==> src/hw/lvd_pkg.sv <==
// Package: register map, field layout and reset values of the low-voltage detect control
package lvd_pkg;

    // ------------------------------------------------------------------
    // Register byte offsets
    // ------------------------------------------------------------------
    localparam logic [7:0] OFS_DETECT_CONTROL  = 8'h00;
    localparam logic [7:0] OFS_GLOBAL_CONTROL  = 8'h04;
    localparam logic [7:0] OFS_PRIORITY_TWO    = 8'h08;
    localparam logic [7:0] OFS_FLAGS_TWO       = 8'h0C;
    localparam logic [7:0] OFS_ENABLES_TWO     = 8'h10;
    localparam logic [7:0] OFS_EVENT_STATUS    = 8'h14;
    localparam logic [7:0] OFS_EVENT_MASK      = 8'h18;

    // ------------------------------------------------------------------
    // Field positions
    // ------------------------------------------------------------------
    localparam int BIT_STABLE     = 5;
    localparam int BIT_ENABLE     = 4;
    localparam int BIT_GLOBAL_IE  = 7;
    localparam int BIT_LOW_SUPPLY = 2;
    localparam int BIT_EVT_TRIP   = 0;
    localparam int BIT_EVT_STABLE = 1;

    // ------------------------------------------------------------------
    // Trip-level codes and reset values
    // ------------------------------------------------------------------
    localparam logic [3:0] LEVEL_EXTERNAL  = 4'hF;
    localparam logic [3:0] LEVEL_MAXIMUM   = 4'hE;
    localparam logic [3:0] LEVEL_MINIMUM   = 4'h2;
    localparam logic [3:0] LEVEL_RESERVED1 = 4'h1;
    localparam logic [3:0] LEVEL_RESERVED0 = 4'h0;
    localparam logic [3:0] RST_LEVEL       = 4'h5;
    localparam logic [1:0] RST_EVT         = 2'h0;

    // ------------------------------------------------------------------
    // Types
    // ------------------------------------------------------------------
    typedef enum logic [0:0] {
        APB_IDLE  = 1'b0,
        APB_READY = 1'b1
    } apb_state_t;

    typedef struct packed {
        logic        psel;
        logic        penable;
        logic        pwrite;
        logic [7:0]  paddr;
        logic [31:0] pwdata;
        logic [3:0]  pstrb;
    } apb_req_t;

    typedef struct packed {
        logic        pready;
        logic [31:0] prdata;
        logic        pslverr;
    } apb_rsp_t;

    typedef struct packed {
        logic [3:0] tap_select;
        logic       external_sense_select;
        logic       detect_power_enable;
    } analog_ctrl_t;

    typedef struct packed {
        apb_state_t  apb;
        apb_rsp_t    rsp;
        logic [3:0]  level;
        logic        en;
        logic        stable;
        logic        ext_sel;
        logic        gie;
        logic        prio;
        logic        flag;
        logic        pie;
        logic [1:0]  evt;
        logic [1:0]  evt_mask;
        logic        irq;
        logic        vector;
        logic        wake;
    } state_t;

endpackage

==> src/hw/low_voltage_detect_ctrl.sv <==
// Low-voltage detect control, flag logic and APB register slave
//
// Behaviour
// - The enable bit powers the comparator and divider up while one and down while zero.
// - A read-only stable flag reads one only once the enabled reference is stable, and no flag is raised before.
// - After each enable the low-supply flag cannot be set until the reference start-up has ended.
// - The start-up interval is taken from the analog reference, not counted in system clocks.
// - A comparator trip at the chosen level sets the low-supply flag in the peripheral flag register.
// - A four-bit trip-level field in the low control bits drives the divider tap select.
// - Trip level all ones routes the external sense pin to the comparator instead of the divider.
// - Code 1110 is the highest internal level, 0010 the lowest, 0001 and 0000 are reserved.
// - Reset returns the control register to its reset state, turning the unit off.
// - The flag requests the interrupt vector only with its enable and the global enable both set.
// - The detector keeps working in sleep, and a trip there sets the flag and wakes the device.
`timescale 1ns/10ps
module low_voltage_detect_ctrl
    import lvd_pkg::*;
(
    input  wire logic         pclk,
    input  wire logic         presetn,
    input  wire apb_req_t     apb_req,
    output apb_rsp_t          apb_rsp,
    input  wire logic         reference_ready,
    input  wire logic         trip_detect,
    input  wire logic         sleep_active,
    output analog_ctrl_t      analog_ctrl,
    output logic              low_supply_irq_priority,
    output logic              vector_request,
    output logic              wake_request,
    output logic              irq
);

    // ------------------------------------------------------------------
    // Helpers
    // ------------------------------------------------------------------
    function automatic logic is_external(input logic [3:0] code);
        return code == LEVEL_EXTERNAL;
    endfunction

    function automatic logic hits(input logic [7:0] a, input logic [7:0] ofs);
        return a == ofs;
    endfunction

    state_t s_reg;
    state_t s_next;

    logic        complete;
    logic        wr;
    logic        lane0;
    logic        trip_evt;
    logic        stable_rise;
    logic [7:0]  rdata;
    logic        unmapped;

    assign complete = apb_req.psel & apb_req.penable & s_reg.rsp.pready;
    assign wr       = complete & apb_req.pwrite;
    assign lane0    = apb_req.pstrb[0];

    // ------------------------------------------------------------------
    // Read decode
    // ------------------------------------------------------------------
    always_comb
    begin
        rdata    = 8'h00;
        unmapped = 1'b0;
        if (hits(apb_req.paddr, OFS_DETECT_CONTROL))
        begin
            rdata = {2'b00, s_reg.stable, s_reg.en, s_reg.level};
        end
        else if (hits(apb_req.paddr, OFS_GLOBAL_CONTROL))
        begin
            rdata[BIT_GLOBAL_IE] = s_reg.gie;
        end
        else if (hits(apb_req.paddr, OFS_PRIORITY_TWO))
        begin
            rdata[BIT_LOW_SUPPLY] = s_reg.prio;
        end
        else if (hits(apb_req.paddr, OFS_FLAGS_TWO))
        begin
            rdata[BIT_LOW_SUPPLY] = s_reg.flag;
        end
        else if (hits(apb_req.paddr, OFS_ENABLES_TWO))
        begin
            rdata[BIT_LOW_SUPPLY] = s_reg.pie;
        end
        else if (hits(apb_req.paddr, OFS_EVENT_STATUS))
        begin
            rdata[1:0] = s_reg.evt;
        end
        else if (hits(apb_req.paddr, OFS_EVENT_MASK))
        begin
            rdata[1:0] = s_reg.evt_mask;
        end
        else
        begin
            unmapped = 1'b1;
        end
    end

    // ------------------------------------------------------------------
    // Next state
    // ------------------------------------------------------------------
    always_comb
    begin
        s_next = s_reg;

        // Answer one cycle into the access phase so every response is a flop
        case (s_reg.apb)
            APB_IDLE:
            begin
                s_next.rsp.pready = 1'b0;
                if (apb_req.psel && apb_req.penable)
                begin
                    s_next.apb         = APB_READY;
                    s_next.rsp.pready  = 1'b1;
                    s_next.rsp.prdata  = {24'h000000, rdata};
                    s_next.rsp.pslverr = unmapped;
                end
            end
            APB_READY:
            begin
                s_next.apb         = APB_IDLE;
                s_next.rsp.pready  = 1'b0;
                s_next.rsp.prdata  = 32'h00000000;
                s_next.rsp.pslverr = 1'b0;
            end
            default:
            begin
                s_next.apb = APB_IDLE;
            end
        endcase

        // Register writes, low byte lane only; unmapped writes are dropped
        if (wr && lane0)
        begin
            if (hits(apb_req.paddr, OFS_DETECT_CONTROL))
            begin
                s_next.en    = apb_req.pwdata[BIT_ENABLE];
                s_next.level = apb_req.pwdata[3:0];
            end
            else if (hits(apb_req.paddr, OFS_GLOBAL_CONTROL))
            begin
                s_next.gie = apb_req.pwdata[BIT_GLOBAL_IE];
            end
            else if (hits(apb_req.paddr, OFS_PRIORITY_TWO))
            begin
                s_next.prio = apb_req.pwdata[BIT_LOW_SUPPLY];
            end
            else if (hits(apb_req.paddr, OFS_FLAGS_TWO))
            begin
                s_next.flag = apb_req.pwdata[BIT_LOW_SUPPLY];
            end
            else if (hits(apb_req.paddr, OFS_ENABLES_TWO))
            begin
                s_next.pie = apb_req.pwdata[BIT_LOW_SUPPLY];
            end
            else if (hits(apb_req.paddr, OFS_EVENT_STATUS))
            begin
                s_next.evt = s_reg.evt & ~apb_req.pwdata[1:0];
            end
            else if (hits(apb_req.paddr, OFS_EVENT_MASK))
            begin
                s_next.evt_mask = apb_req.pwdata[1:0];
            end
        end

        // Reference start-up is an analog interval; clock rate plays no part
        s_next.stable = s_next.en & s_reg.en & (s_reg.stable | reference_ready);

        // Hardware set beats a software clear in the same cycle
        trip_evt    = s_reg.en & s_reg.stable & trip_detect;
        stable_rise = s_next.stable & ~s_reg.stable;
        if (trip_evt)
        begin
            s_next.flag = 1'b1;
        end
        s_next.evt[BIT_EVT_TRIP]   = s_next.evt[BIT_EVT_TRIP] | trip_evt;
        s_next.evt[BIT_EVT_STABLE] = s_next.evt[BIT_EVT_STABLE] | stable_rise;

        s_next.ext_sel = is_external(s_next.level);
        s_next.irq     = |(s_next.evt & s_next.evt_mask);
        s_next.vector  = s_next.flag & s_next.pie & s_next.gie;
        s_next.wake    = s_next.flag & sleep_active;
    end

    always_ff @(posedge pclk or negedge presetn)
    begin
        if (!presetn)
        begin
            s_reg          <= '0;
            s_reg.apb      <= APB_IDLE;
            s_reg.level    <= RST_LEVEL;
            s_reg.evt      <= RST_EVT;
            s_reg.evt_mask <= RST_EVT;
        end
        else
        begin
            s_reg <= s_next;
        end
    end

    // ------------------------------------------------------------------
    // Outputs
    // ------------------------------------------------------------------
    assign apb_rsp                           = s_reg.rsp;
    assign analog_ctrl = '{tap_select:            s_reg.level,
                           external_sense_select: s_reg.ext_sel,
                           detect_power_enable:   s_reg.en};
    assign low_supply_irq_priority           = s_reg.prio;
    assign vector_request                    = s_reg.vector;
    assign wake_request                      = s_reg.wake;
    assign irq                               = s_reg.irq;

    // ------------------------------------------------------------------
    // Checks
    // ------------------------------------------------------------------
    // Marks the first edge after reset release
    logic first_cycle;
    always_ff @(posedge pclk or negedge presetn)
    begin
        if (!presetn)
        begin
            first_cycle <= 1'b1;
        end
        else
        begin
            first_cycle <= 1'b0;
        end
    end

    // Completed control write, low lane only
    logic ctrl_wr;
    assign ctrl_wr = wr && lane0 && hits(apb_req.paddr, OFS_DETECT_CONTROL);

    a_power_follows_write: assert property (@(posedge pclk) disable iff (!presetn)
        ctrl_wr |=> analog_ctrl.detect_power_enable == $past(apb_req.pwdata[BIT_ENABLE]))
        else $error("power enable does not follow control write");

    a_stable_needs_power: assert property (@(posedge pclk) disable iff (!presetn)
        s_reg.stable |-> analog_ctrl.detect_power_enable && $past(analog_ctrl.detect_power_enable))
        else $error("stable flag set without enable");

    a_flag_needs_stable: assert property (@(posedge pclk) disable iff (!presetn)
        $rose(s_reg.flag) && !$past(wr) |-> $past(s_reg.stable) && $past(trip_detect))
        else $error("flag set before reference stable");

    a_trip_sets_flag: assert property (@(posedge pclk) disable iff (!presetn)
        s_reg.en && s_reg.stable && trip_detect |=> s_reg.flag && s_reg.evt[BIT_EVT_TRIP])
        else $error("trip did not set flag");

    a_tap_and_external: assert property (@(posedge pclk) disable iff (!presetn)
        ctrl_wr && apb_req.pwdata[3:0] == LEVEL_EXTERNAL
        |=> analog_ctrl.external_sense_select && analog_ctrl.tap_select == LEVEL_EXTERNAL)
        else $error("external sense not selected");

    a_reset_off: assert property (@(posedge pclk) disable iff (!presetn)
        first_cycle |-> !analog_ctrl.detect_power_enable && s_reg.level == RST_LEVEL)
        else $error("unit not off after reset");

    a_vector_gated: assert property (@(posedge pclk) disable iff (!presetn)
        vector_request |-> s_reg.flag && s_reg.pie && s_reg.gie)
        else $error("vector without both enables");

    a_sleep_wake: assert property (@(posedge pclk) disable iff (!presetn)
        s_reg.flag && sleep_active ##1 s_reg.flag |-> wake_request)
        else $error("no wake in sleep");

    a_flag_sticky: assert property (@(posedge pclk) disable iff (!presetn)
        $fell(s_reg.flag) |-> $past(wr) && !$past(apb_req.pwdata[BIT_LOW_SUPPLY]))
        else $error("flag cleared without software write");

    a_disable_unstable: assert property (@(posedge pclk) disable iff (!presetn)
        ctrl_wr && !apb_req.pwdata[BIT_ENABLE] |=> !s_reg.stable ##1 !s_reg.stable || s_reg.en)
        else $error("stable not cleared on disable");

    a_irq_masked: assert property (@(posedge pclk) disable iff (!presetn)
        irq == |(s_reg.evt & s_reg.evt_mask))
        else $error("irq does not match status and mask");

    a_irq_needs_mask: assert property (@(posedge pclk) disable iff (!presetn)
        irq |-> |s_reg.evt_mask)
        else $error("irq with all events masked");

    a_stable_event: assert property (@(posedge pclk) disable iff (!presetn)
        $rose(s_reg.stable) |-> s_reg.evt[BIT_EVT_STABLE])
        else $error("stable rise not recorded");

    a_stable_waits_ref: assert property (@(posedge pclk) disable iff (!presetn)
        $rose(s_reg.stable) |-> $past(reference_ready))
        else $error("stable set without reference ready");

    a_level_follows_write: assert property (@(posedge pclk) disable iff (!presetn)
        ctrl_wr |=> analog_ctrl.tap_select == $past(apb_req.pwdata[3:0]))
        else $error("tap select does not follow control write");

    a_ext_sel_code: assert property (@(posedge pclk) disable iff (!presetn)
        analog_ctrl.external_sense_select == (analog_ctrl.tap_select == LEVEL_EXTERNAL))
        else $error("external select does not match level code");

    a_vector_sets: assert property (@(posedge pclk) disable iff (!presetn)
        s_reg.flag && s_reg.pie && s_reg.gie |-> vector_request)
        else $error("vector missing with both enables");

    a_wake_in_sleep: assert property (@(posedge pclk) disable iff (!presetn)
        wake_request |-> s_reg.flag && $past(sleep_active))
        else $error("wake without flag in sleep");

    a_flag_clear_write: assert property (@(posedge pclk) disable iff (!presetn)
        wr && lane0 && hits(apb_req.paddr, OFS_FLAGS_TWO) && !apb_req.pwdata[BIT_LOW_SUPPLY]
        && !trip_evt |=> !s_reg.flag)
        else $error("flag not cleared by software write");

    a_off_no_stable: assert property (@(posedge pclk) disable iff (!presetn)
        !analog_ctrl.detect_power_enable |-> !s_reg.stable)
        else $error("stable while powered down");

    a_event_clear: assert property (@(posedge pclk) disable iff (!presetn)
        wr && lane0 && hits(apb_req.paddr, OFS_EVENT_STATUS) && apb_req.pwdata[BIT_EVT_TRIP]
        && !trip_evt |=> !s_reg.evt[BIT_EVT_TRIP])
        else $error("trip event not cleared");

    // ------------------------------------------------------------------
    // Bus checks
    // ------------------------------------------------------------------
    a_pready_pulse: assert property (@(posedge pclk) disable iff (!presetn)
        apb_rsp.pready |=> !apb_rsp.pready)
        else $error("pready longer than one cycle");

    a_pready_needs_access: assert property (@(posedge pclk) disable iff (!presetn)
        apb_rsp.pready |-> $past(apb_req.psel && apb_req.penable))
        else $error("pready without access phase");

    a_error_with_ready: assert property (@(posedge pclk) disable iff (!presetn)
        apb_rsp.pslverr |-> apb_rsp.pready)
        else $error("pslverr without pready");

    a_prdata_upper: assert property (@(posedge pclk) disable iff (!presetn)
        apb_rsp.prdata[31:8] == 24'h000000)
        else $error("read data upper bytes not zero");

endmodule // low_voltage_detect_ctrl

==> config.mk <==
export PLATFORM = sky130hd
export DESIGN_NAME = low_voltage_detect_ctrl
export DESIGN_NICKNAME = d
export VERILOG_FILES = /design/src/hw/lvd_pkg.sv /design/src/hw/low_voltage_detect_ctrl.sv
export SDC_FILE = /design/constraint.sdc
export NUM_CORES = 1
export LEC_CHECK = 0
export ABC_AREA = 1
export CORE_ASPECT_RATIO = 0.6
export CORE_MARGIN = 1
export CORE_UTILIZATION = 40
export CTS_CLUSTER_SIZE = 30
export DETAILED_ROUTE_END_ITERATION = 8
export DONT_BUFFER_PORTS = 1
export PLACE_DENSITY_LB_ADDON = 0.2
export SYNTH_ARGS = -nofsm -noshare
export SYNTH_HDL_FRONTEND = slang
export SYNTH_SLANG_ARGS = --single-unit
==> constraint.sdc <==
create_clock -name pclk -period 2.5 [get_ports pclk]
set_input_delay 0.375 -clock pclk [delete_from_list [all_inputs] [get_ports pclk]]
set_output_delay 0.375 -clock pclk [all_outputs]
set_load 0.02 [all_outputs]
==> impl_results.md <==
- DRC viols: 0
- Syn. warnings: 0
- Final setup vio count: 0
- WL met1: 1.68 mm
- DR top layer: met4
- Antenna diodes: 0
- Routed wire length per instance: 11.5 µm
- Worst Path Required: 2.72 ns
- Leak: 0.000897 µW
- CTS buffer count: 3
- Die Y: 53.1 µm
- Rows: 18
- Share of cells above drive strength 1: 14.4%
- Filler instances: 460
- Die ar.: 0.00462 mm²
- Final critical-path share of the clock period: 65.5%
- Ports: 96
- FFs w/ async S/R, synth: 100%
- Die W: 87.1 µm
- Max Fclk: 0.611 GHz
- Post-synthesis sequential area ratio: 39.0%
- Core ar.: 0.00414 mm²
- Number of synthesized flops with an enable pin: 0
- Met2 WL: 1.13 mm
- Total global routing overflow: 0
- Reg2reg path depth: 8
- Max Cap Violations: 0
- Worst min-delay path category: in2reg
- Avg Synthesized Cell Area: 7.90 µm²
- Clock Path Buffers: 2
- RSZ-0062 raised after global routing: false
- Synth Cell Area: 0.00174 mm²
- Clock Sink Count: 27
- Nets: 262
- Hold EP: wake_request
- Gr usage total: 15.1%
- H-tree depth: 1
- Tmin final: 1.64 ns
- Multi-input gate area: 729 µm²
- Hold Startpoint: sleep_active
- Worst hold path depth: 2
- Initial core utilization: 41.9%
- Top-count cell post-synth: nand2_1
- R2R Path End: vector_request
- Slowest cell on the critical path: dfrtp_1
- Initial drt markers: 27
- Worst Path Arrival: 1.85 ns
- Area leader, netlist: dfrtp_1
- Crit end category: flop
- Final core occ: 40.3%
- Routed Antenna Nets: 0
- Clk_lat worst skew: 0.28 ns
- CTS tree: yes
- Slowest Stage Delay on Critical Path: 0.52 ns
- Wire length on met3: 256 µm
- Global-route wire length before repair: 5.03 mm
- CP Buf/Inv Count: 2
- First drt pass iteration count: 4
- Hold Fails Final Rpt: 0
- Root Driver: clkbuf_8
- CTS resizes: 0
- Top cells by count, synth: nand2_1, buf_4, dfrtp_1, inv_1, nand3_1
- Yosys reg bits: 27
- Synth Flop Type: dfrtp_1
- Peak supply drop: 0.192 mV
- Post-DP HPWL: 2.46 mm
- Flop2flop setup slack: 0.86 ns
- Largest cells by area after synthesis: dfrtp_1, buf_4, nand2_1
- Status: complete, no violations
- Clock Skew: 0.00534 ns
- Routed vias: 1,154
- Final TNS setup: 0 ns
- Initial antenna violation count: 0
- P per Cell Area: 509 mW/mm²
- FF-to-FF Start: s_reg[52]
- Max-slew violation count: 0
- Number of global-route vias before repair: 1,021
- Synthesis-to-finish area growth: -3.89%
- Register area: 678 µm²
- Most used cell, CP: nand2_1
- Cell family with most CP delay: simple AND/OR/NAND/NOR gates
- Largest net degree at the start of global routing: 28
- Mapped Cells: 220
- CP max FO: 12
- Placer Congestion: 0.777
- Cells along the critical path: nand3_2, nor2_4, inv_1, o21ai_1, nand2_1, inv_2, nand2_1, nor2_1
- Yosys top cell area share: 36.0%
- Routed wire length: 3.09 mm
- Yosys cell types: 25
- Crit path kind: reg2reg
- CP startpoint kind: flop
- Reg clk slew, reported paths: 0.10 ns
- Port Buffer Count: 0
- Max FFs per register: 9
- Vias/cell: 4.29
## placed cells by master (no fill, tap or decap), types with 4 or more instances in the layout
master | synthesis | routed
conb_1 | 1 | 25
dfrtp_1 | 25 | 25
inv_1 | 25 | 25
nand2_1 | 60 | 60
nand3_1 | 14 | 14
nor2_1 | 13 | 13
nor2_4 | 4 | 4
o21ai_1 | 5 | 5
o21ai_2 | 5 | 5
## routing by layer
| layer | vias up | GRT usage, % |
|---|---|---|
| met5 | - | 0 |
| met4 | 0 | 3.28 |
| met3 | 5 | 6.24 |
| met2 | 42 | 20.5 |
| met1 | 507 | 21.9 |
| li1 | 600 | - |
## logic make-up (layout without fill, tap and decap cells)
family / Yosys count / in the layout / share of synthesized area [%]
AO/OA/AOI/OAI: 17 / 17 / 7.13
buffers and inverters: 70 / 35 / 24.2
flip-flops: 27 / 27 / 39.0
other: 1 / 25 / 0.216
AND/OR/NAND/NOR: 105 / 105 / 29.4
## stage by stage
step | cells | total power (µW) | cell area (µm²) | hold slack [ns] | setup WS [ns]
2_1_floorplan | 244 | 607 | 1830 | 0.0794 | 1.27
3_3_place_gp | 263 | 587 | 1590 | 0.0799 | 0.898
3_5_place_dp | 263 | 586 | 1590 | 0.0799 | 0.897
4_1_cts | 269 | 857 | 1670 | 0.192 | 0.866
5_1_grt | 269 | 897 | 1670 | 0.183 | 0.740
6_report | 269 | 850 | 1670 | 0.194 | 0.863
## final cells by class
type / instances / share of cell area (%)
Inverter: 29 / 6.52
Tap cell: 60 / 4.49
Clock inverter: 1 / 0.449
Sequential cell: 27 / 40.6
Timing Repair Buffer: 2 / 1.80
Multi-Input combinational cell: 147 / 43.7
Clock buffer: 3 / 2.47
## worst max path at each step
stage | end | slack, ns | start | cells after the start
after floorplan | irq | 1.27 | apb_req[41] | 8
after global placement | vector_request | 0.90 | s_reg[52] | 8
after detailed placement | vector_request | 0.90 | s_reg[52] | 8
after CTS | vector_request | 0.87 | s_reg[52] | 8
after global routing | vector_request | 0.74 | s_reg[52] | 8
final | vector_request | 0.86 | s_reg[52] | 8
## timing repair
| item | in CTS | in global routing |
|---|---|---|
| endpoints found under the hold margin | 27 | 0 |
| hold buffers | 2 | 0 |
| buffers inserted | 0 | 0 |
## power by group
part	internal [µW]	switching (µW)	total, µW	leakage, µW
combinational	27.3	87.1	114	0.000545
clock	113	146	260	0.0000217
sequential	454	22.0	476	0.000331
(Power assumes the default switching activity.)
